**src/rtl/txmod_pkg.sv**
```systemverilog
// Package: register map, field layout, reset values and constants of the modulation block
package txmod_pkg;

  localparam int unsigned ADDR_W = 10;
  localparam int unsigned DATA_W = 32;

  // Register indices; byte address is four times the index
  localparam logic [7:0] IDX_MOD_CTRL2    = 8'h71;
  localparam logic [7:0] IDX_DEV_LOW      = 8'h72;
  localparam logic [7:0] IDX_OFS_LOW      = 8'h73;
  localparam logic [7:0] IDX_OFS_HIGH     = 8'h74;
  localparam logic [7:0] IDX_BAND_SEL     = 8'h75;
  localparam logic [7:0] IDX_CARRIER_HIGH = 8'h76;
  localparam logic [7:0] IDX_CARRIER_LOW  = 8'h77;
  localparam logic [7:0] IDX_HOP_CHANNEL  = 8'h79;
  localparam logic [7:0] IDX_HOP_STEP     = 8'h7a;
  localparam logic [7:0] IDX_TX_STATUS    = 8'h60;
  localparam logic [7:0] IDX_CARRIER_RB0  = 8'h61;
  localparam logic [7:0] IDX_CARRIER_RB1  = 8'h62;
  localparam logic [7:0] IDX_CARRIER_RB2  = 8'h63;

  // Reset values
  localparam logic [7:0] RST_MOD_CTRL2    = 8'h00;
  localparam logic [7:0] RST_DEV_LOW      = 8'h20;
  localparam logic [7:0] RST_OFS_LOW      = 8'h00;
  localparam logic [7:0] RST_OFS_HIGH     = 8'h00;
  localparam logic [7:0] RST_BAND_SEL     = 8'h75;
  localparam logic [7:0] RST_CARRIER_HIGH = 8'hbb;
  localparam logic [7:0] RST_CARRIER_LOW  = 8'h80;
  localparam logic [7:0] RST_HOP          = 8'h00;

  // Field positions in modulation control two
  localparam int unsigned ROUTE_LSB   = 6;
  localparam int unsigned SOURCE_LSB  = 4;
  localparam int unsigned INVERT_BIT  = 3;
  localparam int unsigned DEV_MSB_BIT = 2;
  localparam int unsigned TYPE_LSB    = 0;

  // Field positions in band select; offset high keeps only its low two bits
  localparam int unsigned SIDEBAND_BIT = 6;
  localparam int unsigned HIGHBAND_BIT = 5;
  localparam logic [7:0]  BAND_WMASK   = 8'h7f;
  localparam logic [7:0]  OFS_HI_WMASK = 8'h03;

  typedef enum logic [1:0] {
    ROUTE_NONE = 2'b00,
    ROUTE_GPIO = 2'b01,
    ROUTE_SDO  = 2'b10,
    ROUTE_IRQ  = 2'b11
  } clk_route_e;

  typedef enum logic [1:0] {
    SRC_GPIO = 2'b00,
    SRC_SDI  = 2'b01,
    SRC_FIFO = 2'b10,
    SRC_PN9  = 2'b11
  } mod_source_e;

  typedef enum logic [1:0] {
    MOD_CARRIER = 2'b00,
    MOD_OOK     = 2'b01,
    MOD_FSK     = 2'b10,
    MOD_GFSK    = 2'b11
  } mod_type_e;

  // Frequency arithmetic constants
  localparam int unsigned DEV_STEP_HZ      = 625;
  localparam int unsigned OFS_STEP_QHZ     = 625;   // 156.25 Hz in quarter hertz
  localparam int unsigned BAND_BASE        = 24;
  localparam int unsigned BAND_KHZ         = 10000;
  localparam int unsigned FRAC_DEN         = 64000;
  localparam int unsigned FRAC_NUM_SCALED  = 5;     // BAND_KHZ / FRAC_DEN = 5 / 32
  localparam int unsigned FRAC_SHIFT       = 5;
  localparam int unsigned HOP_STEP_KHZ     = 10;
  localparam logic [8:0]  PN9_SEED         = 9'h1ff;

endpackage : txmod_pkg

```
**src/rtl/pin_sync.sv**
```systemverilog
// Two-stage synchronisers with rising edge detection for asynchronous pins
`timescale 1ns/1ps
module pin_sync #(
  parameter int unsigned N = 4
) (
  input  wire logic         mclk,
  input  wire logic         resetn,
  input  wire logic [N-1:0] pin_in,
  output logic      [N-1:0] level,
  output logic      [N-1:0] rise
);

  genvar i;
  generate
    for (i = 0; i < N; i++) begin : g_bit
      logic stage1;
      logic stage2;
      logic stage3;
      always_ff @(posedge mclk) begin
        if (!resetn) begin
          stage1 <= 1'b0;
          stage2 <= 1'b0;
          stage3 <= 1'b0;
        end else begin
          stage1 <= pin_in[i];
          stage2 <= stage1;
          stage3 <= stage2;
        end
      end
      // Edge taken between second and third stage, never from the first
      assign level[i] = stage2;
      assign rise[i]  = stage2 & ~stage3;
    end
  endgenerate

endmodule : pin_sync

```
**src/rtl/freq_calc.sv**
```systemverilog
// Registered deviation, offset and carrier arithmetic from the frozen settings
`timescale 1ns/1ps
module freq_calc (
  input  wire logic        mclk,
  input  wire logic        resetn,
  input  wire logic [8:0]  freq_deviation_word,
  input  wire logic [9:0]  freq_offset_word,
  input  wire logic        high_band_select,
  input  wire logic [4:0]  band_index,
  input  wire logic [15:0] carrier_fraction_word,
  input  wire logic [7:0]  hop_channel,
  input  wire logic [7:0]  hop_step,
  output logic      [19:0] deviation_hz,
  output logic      [21:0] offset_qhz,
  output logic      [23:0] carrier_khz
);

  logic        [1:0]  band_mult;
  logic signed [17:0] frac_sum;
  logic signed [23:0] frac_khz;
  logic        [23:0] base_khz;
  logic        [23:0] hop_khz;

  assign band_mult = {1'b0, high_band_select} + 2'd1;
  assign frac_sum  = $signed({2'b00, carrier_fraction_word})
                   + $signed({{8{freq_offset_word[9]}}, freq_offset_word});
  // (fc + fo) * 10000 / 64000 reduced to * 5 / 32, scaled by the band before the shift by 5
  assign frac_khz  = 24'(($signed({{6{frac_sum[17]}}, frac_sum})
                   * $signed(24'(txmod_pkg::FRAC_NUM_SCALED))
                   * $signed({22'd0, band_mult})) >>> txmod_pkg::FRAC_SHIFT);
  assign base_khz  = 24'(({19'd0, band_index} + 24'(txmod_pkg::BAND_BASE))
                   * 24'(txmod_pkg::BAND_KHZ) * {22'd0, band_mult});
  assign hop_khz   = 24'({16'd0, hop_channel} * {16'd0, hop_step}
                   * 24'(txmod_pkg::HOP_STEP_KHZ));

  always_ff @(posedge mclk) begin
    if (!resetn) begin
      deviation_hz <= 20'h00000;
      offset_qhz   <= 22'h000000;
      carrier_khz  <= 24'h000000;
    end else begin
      deviation_hz <= 20'({11'd0, freq_deviation_word} * 20'(txmod_pkg::DEV_STEP_HZ));
      offset_qhz   <= 22'($signed({{12{freq_offset_word[9]}}, freq_offset_word})
                    * $signed(22'(txmod_pkg::OFS_STEP_QHZ))
                    * $signed({20'd0, band_mult}));
      carrier_khz  <= base_khz + frac_khz + hop_khz;
    end
  end

endmodule : freq_calc

```
**src/rtl/tx_mod_config.sv**
```systemverilog
// Transmit modulation and frequency configuration block with register slave
//
// How it works
// - Clock route 00 drives no data clock; direct GFSK then falls back to FSK.
// - Clock route 01 sends data clock to GPIO, 10 to SDO, 11 to interrupt pin.
// - Source 00 takes direct data from a GPIO; host assigns that GPIO function.
// - Source 01 takes SDI only while select is high; 10 FIFO; 11 PN9.
// - Type 00 carrier, 01 OOK, 10 FSK, 11 GFSK.
// - Nine-bit deviation: MSB at control bit 2, low byte in deviation register.
// - Deviation equals 625 Hz times the deviation word.
// - Offset equals 156.25 Hz times (high band plus one) times offset word.
// - Offset word is ten-bit two's complement split over two registers.
// - High band bit selects 480-930 MHz, clear selects 240-479.9 MHz.
// - Each band step is 10 MHz low range, 20 MHz high range.
// - Band 0 starts at 240 or 480 MHz, band 1 at 250 or 500 MHz.
// - Carrier in kHz follows the band, fraction, offset and hopping formula.
// - Sixteen-bit fraction word: upper byte first register, lower byte next.
// - Reset values 0x75 band, 0xbb and 0x80 carrier, 0x20 deviation.
// - Offset high bits 7:2 are read-only zero; only bits 1:0 are writable.
// - Hop step in 10 kHz units times hop channel forms the hopping term.
//
// The Avalon-MM interface to the registers was decided locally.
`timescale 1ns/1ps
module tx_mod_config (
  input  wire logic        mclk,
  input  wire logic        resetn,
  // Avalon-MM slave
  input  wire logic [9:0]  address,
  input  wire logic        read,
  input  wire logic        write,
  input  wire logic [31:0] writedata,
  output logic      [31:0] readdata,
  output logic             waitrequest,
  // Asynchronous pins
  input  wire logic        data_clk,
  input  wire logic        gpio_tx_data,
  input  wire logic        sdi,
  input  wire logic        serial_select_n,
  // Core side, same clock
  input  wire logic        tx_request,
  input  wire logic        fifo_bit,
  input  wire logic        fifo_bit_valid,
  output logic             fifo_bit_take,
  // Modulator and synthesiser side
  output logic             tx_active,
  output logic             mod_data,
  output logic             mod_data_strobe,
  output logic [1:0]       mod_type,
  output logic             high_band_select,
  output logic             sideband_select,
  output logic [4:0]       band_index,
  output logic [19:0]      deviation_hz,
  output logic [21:0]      offset_qhz,
  output logic [23:0]      carrier_khz,
  // Data clock outputs, one per route
  output logic             gpio_clk_out,
  output logic             sdo_clk_out,
  output logic             irq_out_n
);

  // Software-visible registers
  logic [7:0] modulation_control_two;
  logic [7:0] deviation_low;
  logic [7:0] offset_low;
  logic [7:0] offset_high;
  logic [7:0] band_select;
  logic [7:0] carrier_high;
  logic [7:0] carrier_low;
  logic [7:0] hop_channel;
  logic [7:0] hop_step;

  // Frozen copies used while transmitting
  logic [7:0] act_ctrl;
  logic [8:0] act_dev;
  logic [9:0] act_ofs;
  logic [7:0] act_band;
  logic [15:0] act_frac;
  logic [7:0] act_hch;
  logic [7:0] act_hstep;

  // Bus decode
  logic       access;
  logic       word_ok;
  logic [7:0] index;
  logic       wr_en;
  logic [7:0] wbyte;
  logic [7:0] next_rbyte;
  logic       pending;
  logic       gfsk_fallback;

  assign access  = read | write;
  assign index   = address[9:2];
  assign word_ok = (address[1:0] == 2'b00);
  assign wbyte   = writedata[7:0];
  // Write commits only at the edge where the master sees waitrequest low
  assign wr_en   = write & ~waitrequest & word_ok;

  // One wait state: request seen, then waitrequest drops for one cycle
  always_ff @(posedge mclk) begin
    if (!resetn) begin
      waitrequest <= 1'b1;
    end else if (access && waitrequest) begin
      waitrequest <= 1'b0;
    end else begin
      waitrequest <= 1'b1;
    end
  end

  always_comb begin
    next_rbyte = 8'h00;
    if (word_ok) begin
      unique case (index)
        txmod_pkg::IDX_MOD_CTRL2:    next_rbyte = modulation_control_two;
        txmod_pkg::IDX_DEV_LOW:      next_rbyte = deviation_low;
        txmod_pkg::IDX_OFS_LOW:      next_rbyte = offset_low;
        txmod_pkg::IDX_OFS_HIGH:     next_rbyte = offset_high;
        txmod_pkg::IDX_BAND_SEL:     next_rbyte = band_select;
        txmod_pkg::IDX_CARRIER_HIGH: next_rbyte = carrier_high;
        txmod_pkg::IDX_CARRIER_LOW:  next_rbyte = carrier_low;
        txmod_pkg::IDX_HOP_CHANNEL:  next_rbyte = hop_channel;
        txmod_pkg::IDX_HOP_STEP:     next_rbyte = hop_step;
        txmod_pkg::IDX_TX_STATUS:    next_rbyte = {5'd0, gfsk_fallback, pending, tx_active};
        txmod_pkg::IDX_CARRIER_RB0:  next_rbyte = carrier_khz[7:0];
        txmod_pkg::IDX_CARRIER_RB1:  next_rbyte = carrier_khz[15:8];
        txmod_pkg::IDX_CARRIER_RB2:  next_rbyte = carrier_khz[23:16];
        default:                     next_rbyte = 8'h00;
      endcase
    end
  end

  // Read data is loaded as waitrequest drops and holds until the next read
  always_ff @(posedge mclk) begin
    if (!resetn) begin
      readdata <= 32'h00000000;
    end else if (read && waitrequest) begin
      readdata <= {24'h000000, next_rbyte};
    end
  end

  always_ff @(posedge mclk) begin
    if (!resetn) begin
      modulation_control_two <= txmod_pkg::RST_MOD_CTRL2;
      deviation_low          <= txmod_pkg::RST_DEV_LOW;
      offset_low             <= txmod_pkg::RST_OFS_LOW;
      offset_high            <= txmod_pkg::RST_OFS_HIGH;
      band_select            <= txmod_pkg::RST_BAND_SEL;
      carrier_high           <= txmod_pkg::RST_CARRIER_HIGH;
      carrier_low            <= txmod_pkg::RST_CARRIER_LOW;
      hop_channel            <= txmod_pkg::RST_HOP;
      hop_step               <= txmod_pkg::RST_HOP;
    end else if (wr_en) begin
      unique case (index)
        txmod_pkg::IDX_MOD_CTRL2:    modulation_control_two <= wbyte;
        txmod_pkg::IDX_DEV_LOW:      deviation_low <= wbyte;
        txmod_pkg::IDX_OFS_LOW:      offset_low <= wbyte;
        txmod_pkg::IDX_OFS_HIGH:     offset_high <= wbyte & txmod_pkg::OFS_HI_WMASK;
        txmod_pkg::IDX_BAND_SEL:     band_select <= wbyte & txmod_pkg::BAND_WMASK;
        txmod_pkg::IDX_CARRIER_HIGH: carrier_high <= wbyte;
        txmod_pkg::IDX_CARRIER_LOW:  carrier_low <= wbyte;
        txmod_pkg::IDX_HOP_CHANNEL:  hop_channel <= wbyte;
        txmod_pkg::IDX_HOP_STEP:     hop_step <= wbyte;
        default:                     hop_step <= hop_step;
      endcase
    end
  end

  // Transmission framing: a request starts a frame, its release ends it
  logic start;

  // Pending flags that software has written a register during a frame
  assign start = tx_request & ~tx_active;

  always_ff @(posedge mclk) begin
    if (!resetn) begin
      tx_active <= 1'b0;
    end else begin
      tx_active <= tx_request;
    end
  end

  always_ff @(posedge mclk) begin
    if (!resetn) begin
      pending <= 1'b0;
    end else if (tx_active && wr_en) begin
      pending <= 1'b1;
    end else if (start) begin
      pending <= 1'b0;
    end
  end

  // Live values track the registers outside a frame and freeze inside it
  always_ff @(posedge mclk) begin
    if (!resetn) begin
      act_ctrl  <= txmod_pkg::RST_MOD_CTRL2;
      act_dev   <= {1'b0, txmod_pkg::RST_DEV_LOW};
      act_ofs   <= {txmod_pkg::RST_OFS_HIGH[1:0], txmod_pkg::RST_OFS_LOW};
      act_band  <= txmod_pkg::RST_BAND_SEL;
      act_frac  <= {txmod_pkg::RST_CARRIER_HIGH, txmod_pkg::RST_CARRIER_LOW};
      act_hch   <= txmod_pkg::RST_HOP;
      act_hstep <= txmod_pkg::RST_HOP;
    end else if (!tx_active) begin
      act_ctrl  <= modulation_control_two;
      act_dev   <= {modulation_control_two[txmod_pkg::DEV_MSB_BIT], deviation_low};
      act_ofs   <= {offset_high[1:0], offset_low};
      act_band  <= band_select;
      act_frac  <= {carrier_high, carrier_low};
      act_hch   <= hop_channel;
      act_hstep <= hop_step;
    end
  end

  // Decoded fields of the frozen control
  logic [1:0] route;
  logic [1:0] source;
  logic [1:0] type_req;
  logic       invert;
  logic       direct_src;

  assign route      = act_ctrl[txmod_pkg::ROUTE_LSB +: 2];
  assign source     = act_ctrl[txmod_pkg::SOURCE_LSB +: 2];
  assign type_req   = act_ctrl[txmod_pkg::TYPE_LSB +: 2];
  assign invert     = act_ctrl[txmod_pkg::INVERT_BIT];
  assign direct_src = (source == txmod_pkg::SRC_GPIO) || (source == txmod_pkg::SRC_SDI);
  // Without a data clock direct GFSK cannot be timed by the host
  assign gfsk_fallback = direct_src && (route == txmod_pkg::ROUTE_NONE)
                       && (type_req == txmod_pkg::MOD_GFSK);

  always_ff @(posedge mclk) begin
    if (!resetn) begin
      mod_type         <= txmod_pkg::MOD_CARRIER;
      high_band_select <= 1'b0;
      sideband_select  <= 1'b0;
      band_index       <= 5'd0;
    end else begin
      mod_type         <= gfsk_fallback ? txmod_pkg::MOD_FSK : type_req;
      high_band_select <= act_band[txmod_pkg::HIGHBAND_BIT];
      sideband_select  <= act_band[txmod_pkg::SIDEBAND_BIT];
      band_index       <= act_band[4:0];
    end
  end

  // Pin synchronisers: data clock, GPIO data, SDI, select
  logic [3:0] pin_level;
  logic [3:0] pin_rise;

  pin_sync #(.N(4)) u_pin_sync (
    .mclk   (mclk),
    .resetn (resetn),
    .pin_in ({serial_select_n, sdi, gpio_tx_data, data_clk}),
    .level  (pin_level),
    .rise   (pin_rise)
  );

  logic clk_level;
  logic bit_tick;

  assign clk_level = pin_level[0];
  assign bit_tick  = pin_rise[0] & tx_active;

  // Data clock goes to at most one pin; interrupt pin idles high
  always_ff @(posedge mclk) begin
    if (!resetn) begin
      gpio_clk_out <= 1'b0;
      sdo_clk_out  <= 1'b0;
      irq_out_n    <= 1'b1;
    end else begin
      gpio_clk_out <= tx_active && (route == txmod_pkg::ROUTE_GPIO) && clk_level;
      sdo_clk_out  <= tx_active && (route == txmod_pkg::ROUTE_SDO) && clk_level;
      irq_out_n    <= !(tx_active && (route == txmod_pkg::ROUTE_IRQ) && clk_level);
    end
  end

  // PN9 generator, x^9 + x^5 + 1, restarted at each frame start
  logic [8:0] pn9;

  always_ff @(posedge mclk) begin
    if (!resetn) begin
      pn9 <= txmod_pkg::PN9_SEED;
    end else if (start) begin
      pn9 <= txmod_pkg::PN9_SEED;
    end else if (bit_tick && source == txmod_pkg::SRC_PN9) begin
      pn9 <= {pn9[7:0], pn9[8] ^ pn9[4]};
    end
  end

  // Source selection for the next data bit
  logic raw_bit;
  logic bit_ok;

  always_comb begin
    raw_bit = 1'b0;
    bit_ok  = 1'b0;
    unique case (source)
      txmod_pkg::SRC_GPIO: begin
        raw_bit = pin_level[1];
        bit_ok  = 1'b1;
      end
      txmod_pkg::SRC_SDI: begin
        raw_bit = pin_level[2];
        bit_ok  = pin_level[3];
      end
      txmod_pkg::SRC_FIFO: begin
        raw_bit = fifo_bit;
        bit_ok  = fifo_bit_valid;
      end
      txmod_pkg::SRC_PN9: begin
        raw_bit = pn9[8];
        bit_ok  = 1'b1;
      end
    endcase
  end

  // A bit is taken on each data clock rise within a frame; a missing bit leaves the last one
  always_ff @(posedge mclk) begin
    if (!resetn) begin
      mod_data        <= 1'b0;
      mod_data_strobe <= 1'b0;
      fifo_bit_take   <= 1'b0;
    end else begin
      mod_data_strobe <= bit_tick && bit_ok;
      fifo_bit_take   <= bit_tick && bit_ok && (source == txmod_pkg::SRC_FIFO);
      if (bit_tick && bit_ok) begin
        mod_data <= raw_bit ^ invert;
      end
    end
  end

  freq_calc u_freq_calc (
    .mclk                  (mclk),
    .resetn                (resetn),
    .freq_deviation_word   (act_dev),
    .freq_offset_word      (act_ofs),
    .high_band_select      (act_band[txmod_pkg::HIGHBAND_BIT]),
    .band_index            (act_band[4:0]),
    .carrier_fraction_word (act_frac),
    .hop_channel           (act_hch),
    .hop_step              (act_hstep),
    .deviation_hz          (deviation_hz),
    .offset_qhz            (offset_qhz),
    .carrier_khz           (carrier_khz)
  );

endmodule : tx_mod_config

```
**config.mk**
```make
export PLATFORM = sky130hd
export DESIGN_NAME = tx_mod_config
export DESIGN_NICKNAME = d
export VERILOG_FILES = /design/src/rtl/txmod_pkg.sv /design/src/rtl/pin_sync.sv /design/src/rtl/freq_calc.sv /design/src/rtl/tx_mod_config.sv
export SDC_FILE = /design/constraint.sdc
export NUM_CORES = 1
export LEC_CHECK = 0
export ABC_AREA = 1
export BUFFER_PORTS_ARGS = -buffer_cell sky130_fd_sc_hd__clkbuf_2
export CAP_MARGIN = 20
export CORE_UTILIZATION = 45
export CTS_CLUSTER_SIZE = 28
export DETAILED_ROUTE_END_ITERATION = 7
export PLACE_DENSITY = 0.65
export SKIP_CTS_REPAIR_TIMING = 1
export SLEW_MARGIN = 20
export SYNTH_ARGS = -nofsm -noshare
export SYNTH_HDL_FRONTEND = slang
export SYNTH_SLANG_ARGS = --single-unit
```
**constraint.sdc**
```tcl
create_clock -name mclk -period 7.1 [get_ports mclk]
set_clock_uncertainty 0.1 [all_clocks]
set_input_delay 0.355 -clock mclk [delete_from_list [all_inputs] [get_ports mclk]]
set_output_delay 0.355 -clock mclk [all_outputs]
set_load 0.05 [all_outputs]
```
==> metrics.md <==
| Metric | Value |
|---|---|
| FMAX | 136 MHz |
| Residual DRC | 0 |
| Top_reg_cell synth | dfxtp_1 |
| Die Area | 46500 um^2 |
| Ys async rst share | 0% |
| Critical path type | reg2reg |
| Initial Util | 46.1% |
| CTS tree | built |
| Commonest non-fill, non-tap cell in the layout | nand2_1 |
| WL/cell | 15.0 um |
| Largest net degree at the start of global routing | 75 |
| CP Data Arrival Time | 7.74 ns |
| DP HPWL | 42600 um |
| Layout net count | 3462 |
| # setup viols final | 5 |
| Root buf cell | clkbuf_16 |
| Total track usage | 23.0% |
| Antenna-violating nets left | 0 |
| Num ports | 168 |
| Vias in the first global route | 17.5k |
| Synth Area per Inst | 7.33 um^2 |
| Max incr delay on CP | 0.56 ns |
| Critical Path Sink Type | flop |
| CTS H-Tree Depth | 1 |
| Worst vdd ir | 0.366 mV |
| Post-synth EDFFs | 0 |
| Skew-Pair Late Insertion Delay | 0.59 ns |
| Final Hold Fails | 0 |
| Hold-critical path depth | 3 |
| Crit path launch | act_hstep[2] |
| RD Place Congestion | 0.930 |
| Layout area overhead | 17.8% |
| First-pass DRT Iterations | 5 |
| Failing checks | setup timing |
| Tightest Pin Transition | 1.06 ns |
| CTS Buffer Depth | 3 |
| First-pass GRT wire length | 87500 um |
| WP data required | 7.52 ns |
| Status | complete, but fails checks |
| Share of cells above drive strength 1 | 15.6% |
| Worst r2r dst | u_freq_calc.carrier_khz[23] |
| Worst reg2reg setup slack | -0.23 ns |
| Slowest stage cell, crit path | fa_1 |
| Diode count | 0 |
| RR Startpoint | act_hstep[2] |
| Synth area leaders | dfxtp_1, ha_1, nand2_1 |
| DRT iter0 DRCs | 924 |
| Cell area after synthesis | 20600 um^2 |
| Seq/Total Area, Yosys | 23.3% |
| Die Width | 216 um |
| P_leak | 0.0130 uW |
| Leading area contributor after synthesis | dfxtp_1 |
| Clock buffer count from CTS | 30 |
| CP Max Fanout | 6 |
| Via count | 18.5k |
| # rows | 77 |
| Final period util | 103% |
| Worst setup endpoint | u_freq_calc.carrier_khz[23] |
| Die Height | 216 um |
| Num Clock Sinks | 239 |
| Cells after synthesis | 2803 |
| Post-Route WL | 54600 um |
| I/O Buffers | 118 |
| Final min period | 7.33 ns |
| Final WS setup | -0.228 ns |
| Initial antenna violation count | 2 |
| P per Cell Area | 252 nW/um^2 |
| Max-Cap Viols | 0 |
| CTS clk-pin slew, worst paths | 0.06 ns |
| Yosys reg bits | 239 |
| Max-slew headroom | 29.2% |
| Commonest cells after routing, fill and taps aside | nand2_1, inv_1, ha_1, a21oi_1, dfxtp_1 |
| Hold WS | 0.0784 ns |
| Core area | 44600 um^2 |
| Gr ovfl total | 0 |
| CP Launch Type | flop |
| Yosys cell types | 59 |
| Final max-slew violation count | 0 |
| RSZ-0062 raised after global routing | yes |
| Vias/cell | 5.08 |
| Reg2Reg Depth | 41 |
| Synth warnings | 0 |
| Placed insts | 3571 |
| Area fraction of the dominant cell type after synthesis | 23.3% |
| Layout Utilization | 54.3% |
| Hold/Removal Path Class | in2reg |
| Non-filler cells, final | 3638 |
[cells in the mapped netlist, types with 28 or more instances]
| cell | instances |
|---|---|
| nand2_1 | 534 |
| inv_1 | 509 |
| ha_1 | 285 |
| a21oi_1 | 254 |
| dfxtp_1 | 239 |
| o21ai_0 | 179 |
| nor2_1 | 169 |
| nand3_1 | 125 |
| fa_1 | 100 |
| clkbuf_1 | 67 |
| xor2_1 | 56 |
| buf_4 | 28 |
[critical path: cells and delay by family, from the launching register on]
| family | cells | cell delay [ns] |
|---|---|---|
| and+or+nand+nor | 15 | 1.30 |
| DFF | 1 | 0.37 |
| xor gates and xnor gates | 2 | 0.41 |
| adders and majority gates | 9 | 3.24 |
| AOI/OAI and AO/OA | 7 | 1.21 |
| buffers and inverters | 8 | 0.63 |
[state kept, by name (all words and copies together) (netlist names), 9 cells and up]
signal                    cells
act_ofs                      10
u_freq_calc.deviation_hz     19
u_freq_calc.offset_qhz       22
act_frac                     16
u_freq_calc.carrier_khz      24
pn9                           9
[worst min path at each step]
stage	start	endpoint	slack [ns]
after global placement	u_pin_sync.g_bit[1].stage1	u_pin_sync.g_bit[1].stage2	0.30
final	writedata[7]	carrier_high[7]	0.08
after CTS	gpio_tx_data	u_pin_sync.g_bit[1].stage1	-0.16
after detailed placement	u_pin_sync.g_bit[1].stage1	u_pin_sync.g_bit[1].stage2	0.30
after floorplan	u_pin_sync.g_bit[0].stage1	u_pin_sync.g_bit[0].stage2	0.29
after global routing	writedata[7]	carrier_high[7]	0.09
[routing by layer]
| metal | global-route usage (%) | vias up | routed length, um |
|---|---|---|---|
| li1 | - | 9400 | - |
| met1 | 29.4 | 8600 | 24300 |
| met2 | 40.0 | 371 | 26300 |
| met3 | 3.34 | 94 | 2620 |
| met4 | 6.38 | 2 | 1380 |
| met5 | 0 | - | 13 |
[area by class of cell]
type | count | area [um^2]
multi-input combinational | 1974 | 14000
timing repair buffer | 256 | 1650
clock buffer | 33 | 782
tap | 592 | 741
sequential | 239 | 4820
inverter | 523 | 1970
clock inverter | 21 | 264
fill | 4265 | 20400
[per-stage QoR]
step	TNS, ns	power (uW)	worst slack (ns)	area [um^2]
after CTS	-3.13	5890	-0.553	23600
after global placement	-1.50	4230	-0.336	22500
after floorplan	0	3380	0.0119	20800
final	-0.681	6110	-0.228	24200
after global routing	-3.87	6520	-0.630	24200
after detailed placement	-2.70	4260	-0.482	22500
[power by group]
group / total (uW) / leakage, uW / switching [uW] / internal [uW]
clock network: 1610 / 0.000508 / 659 / 950
registers: 1520 / 0.00196 / 74.2 / 1440
logic: 2990 / 0.0105 / 1830 / 1160
total: 6110 / 0.0130 / 2560 / 3550
[cell families after synthesis]
| family | after synthesis | synth area share, % |
|---|---|---|
| adders and majority gates | 385 | 27.1 |
| other | 1 | 0.0182 |
| DFF | 239 | 23.3 |
| and+or+nand+nor | 925 | 19.3 |
| AOI/OAI and AO/OA | 547 | 14.8 |
| xor gates and xnor gates | 81 | 3.45 |
| buffers and inverters | 625 | 12.1 |
No activity file was read; power rests on OpenSTA's default activity.
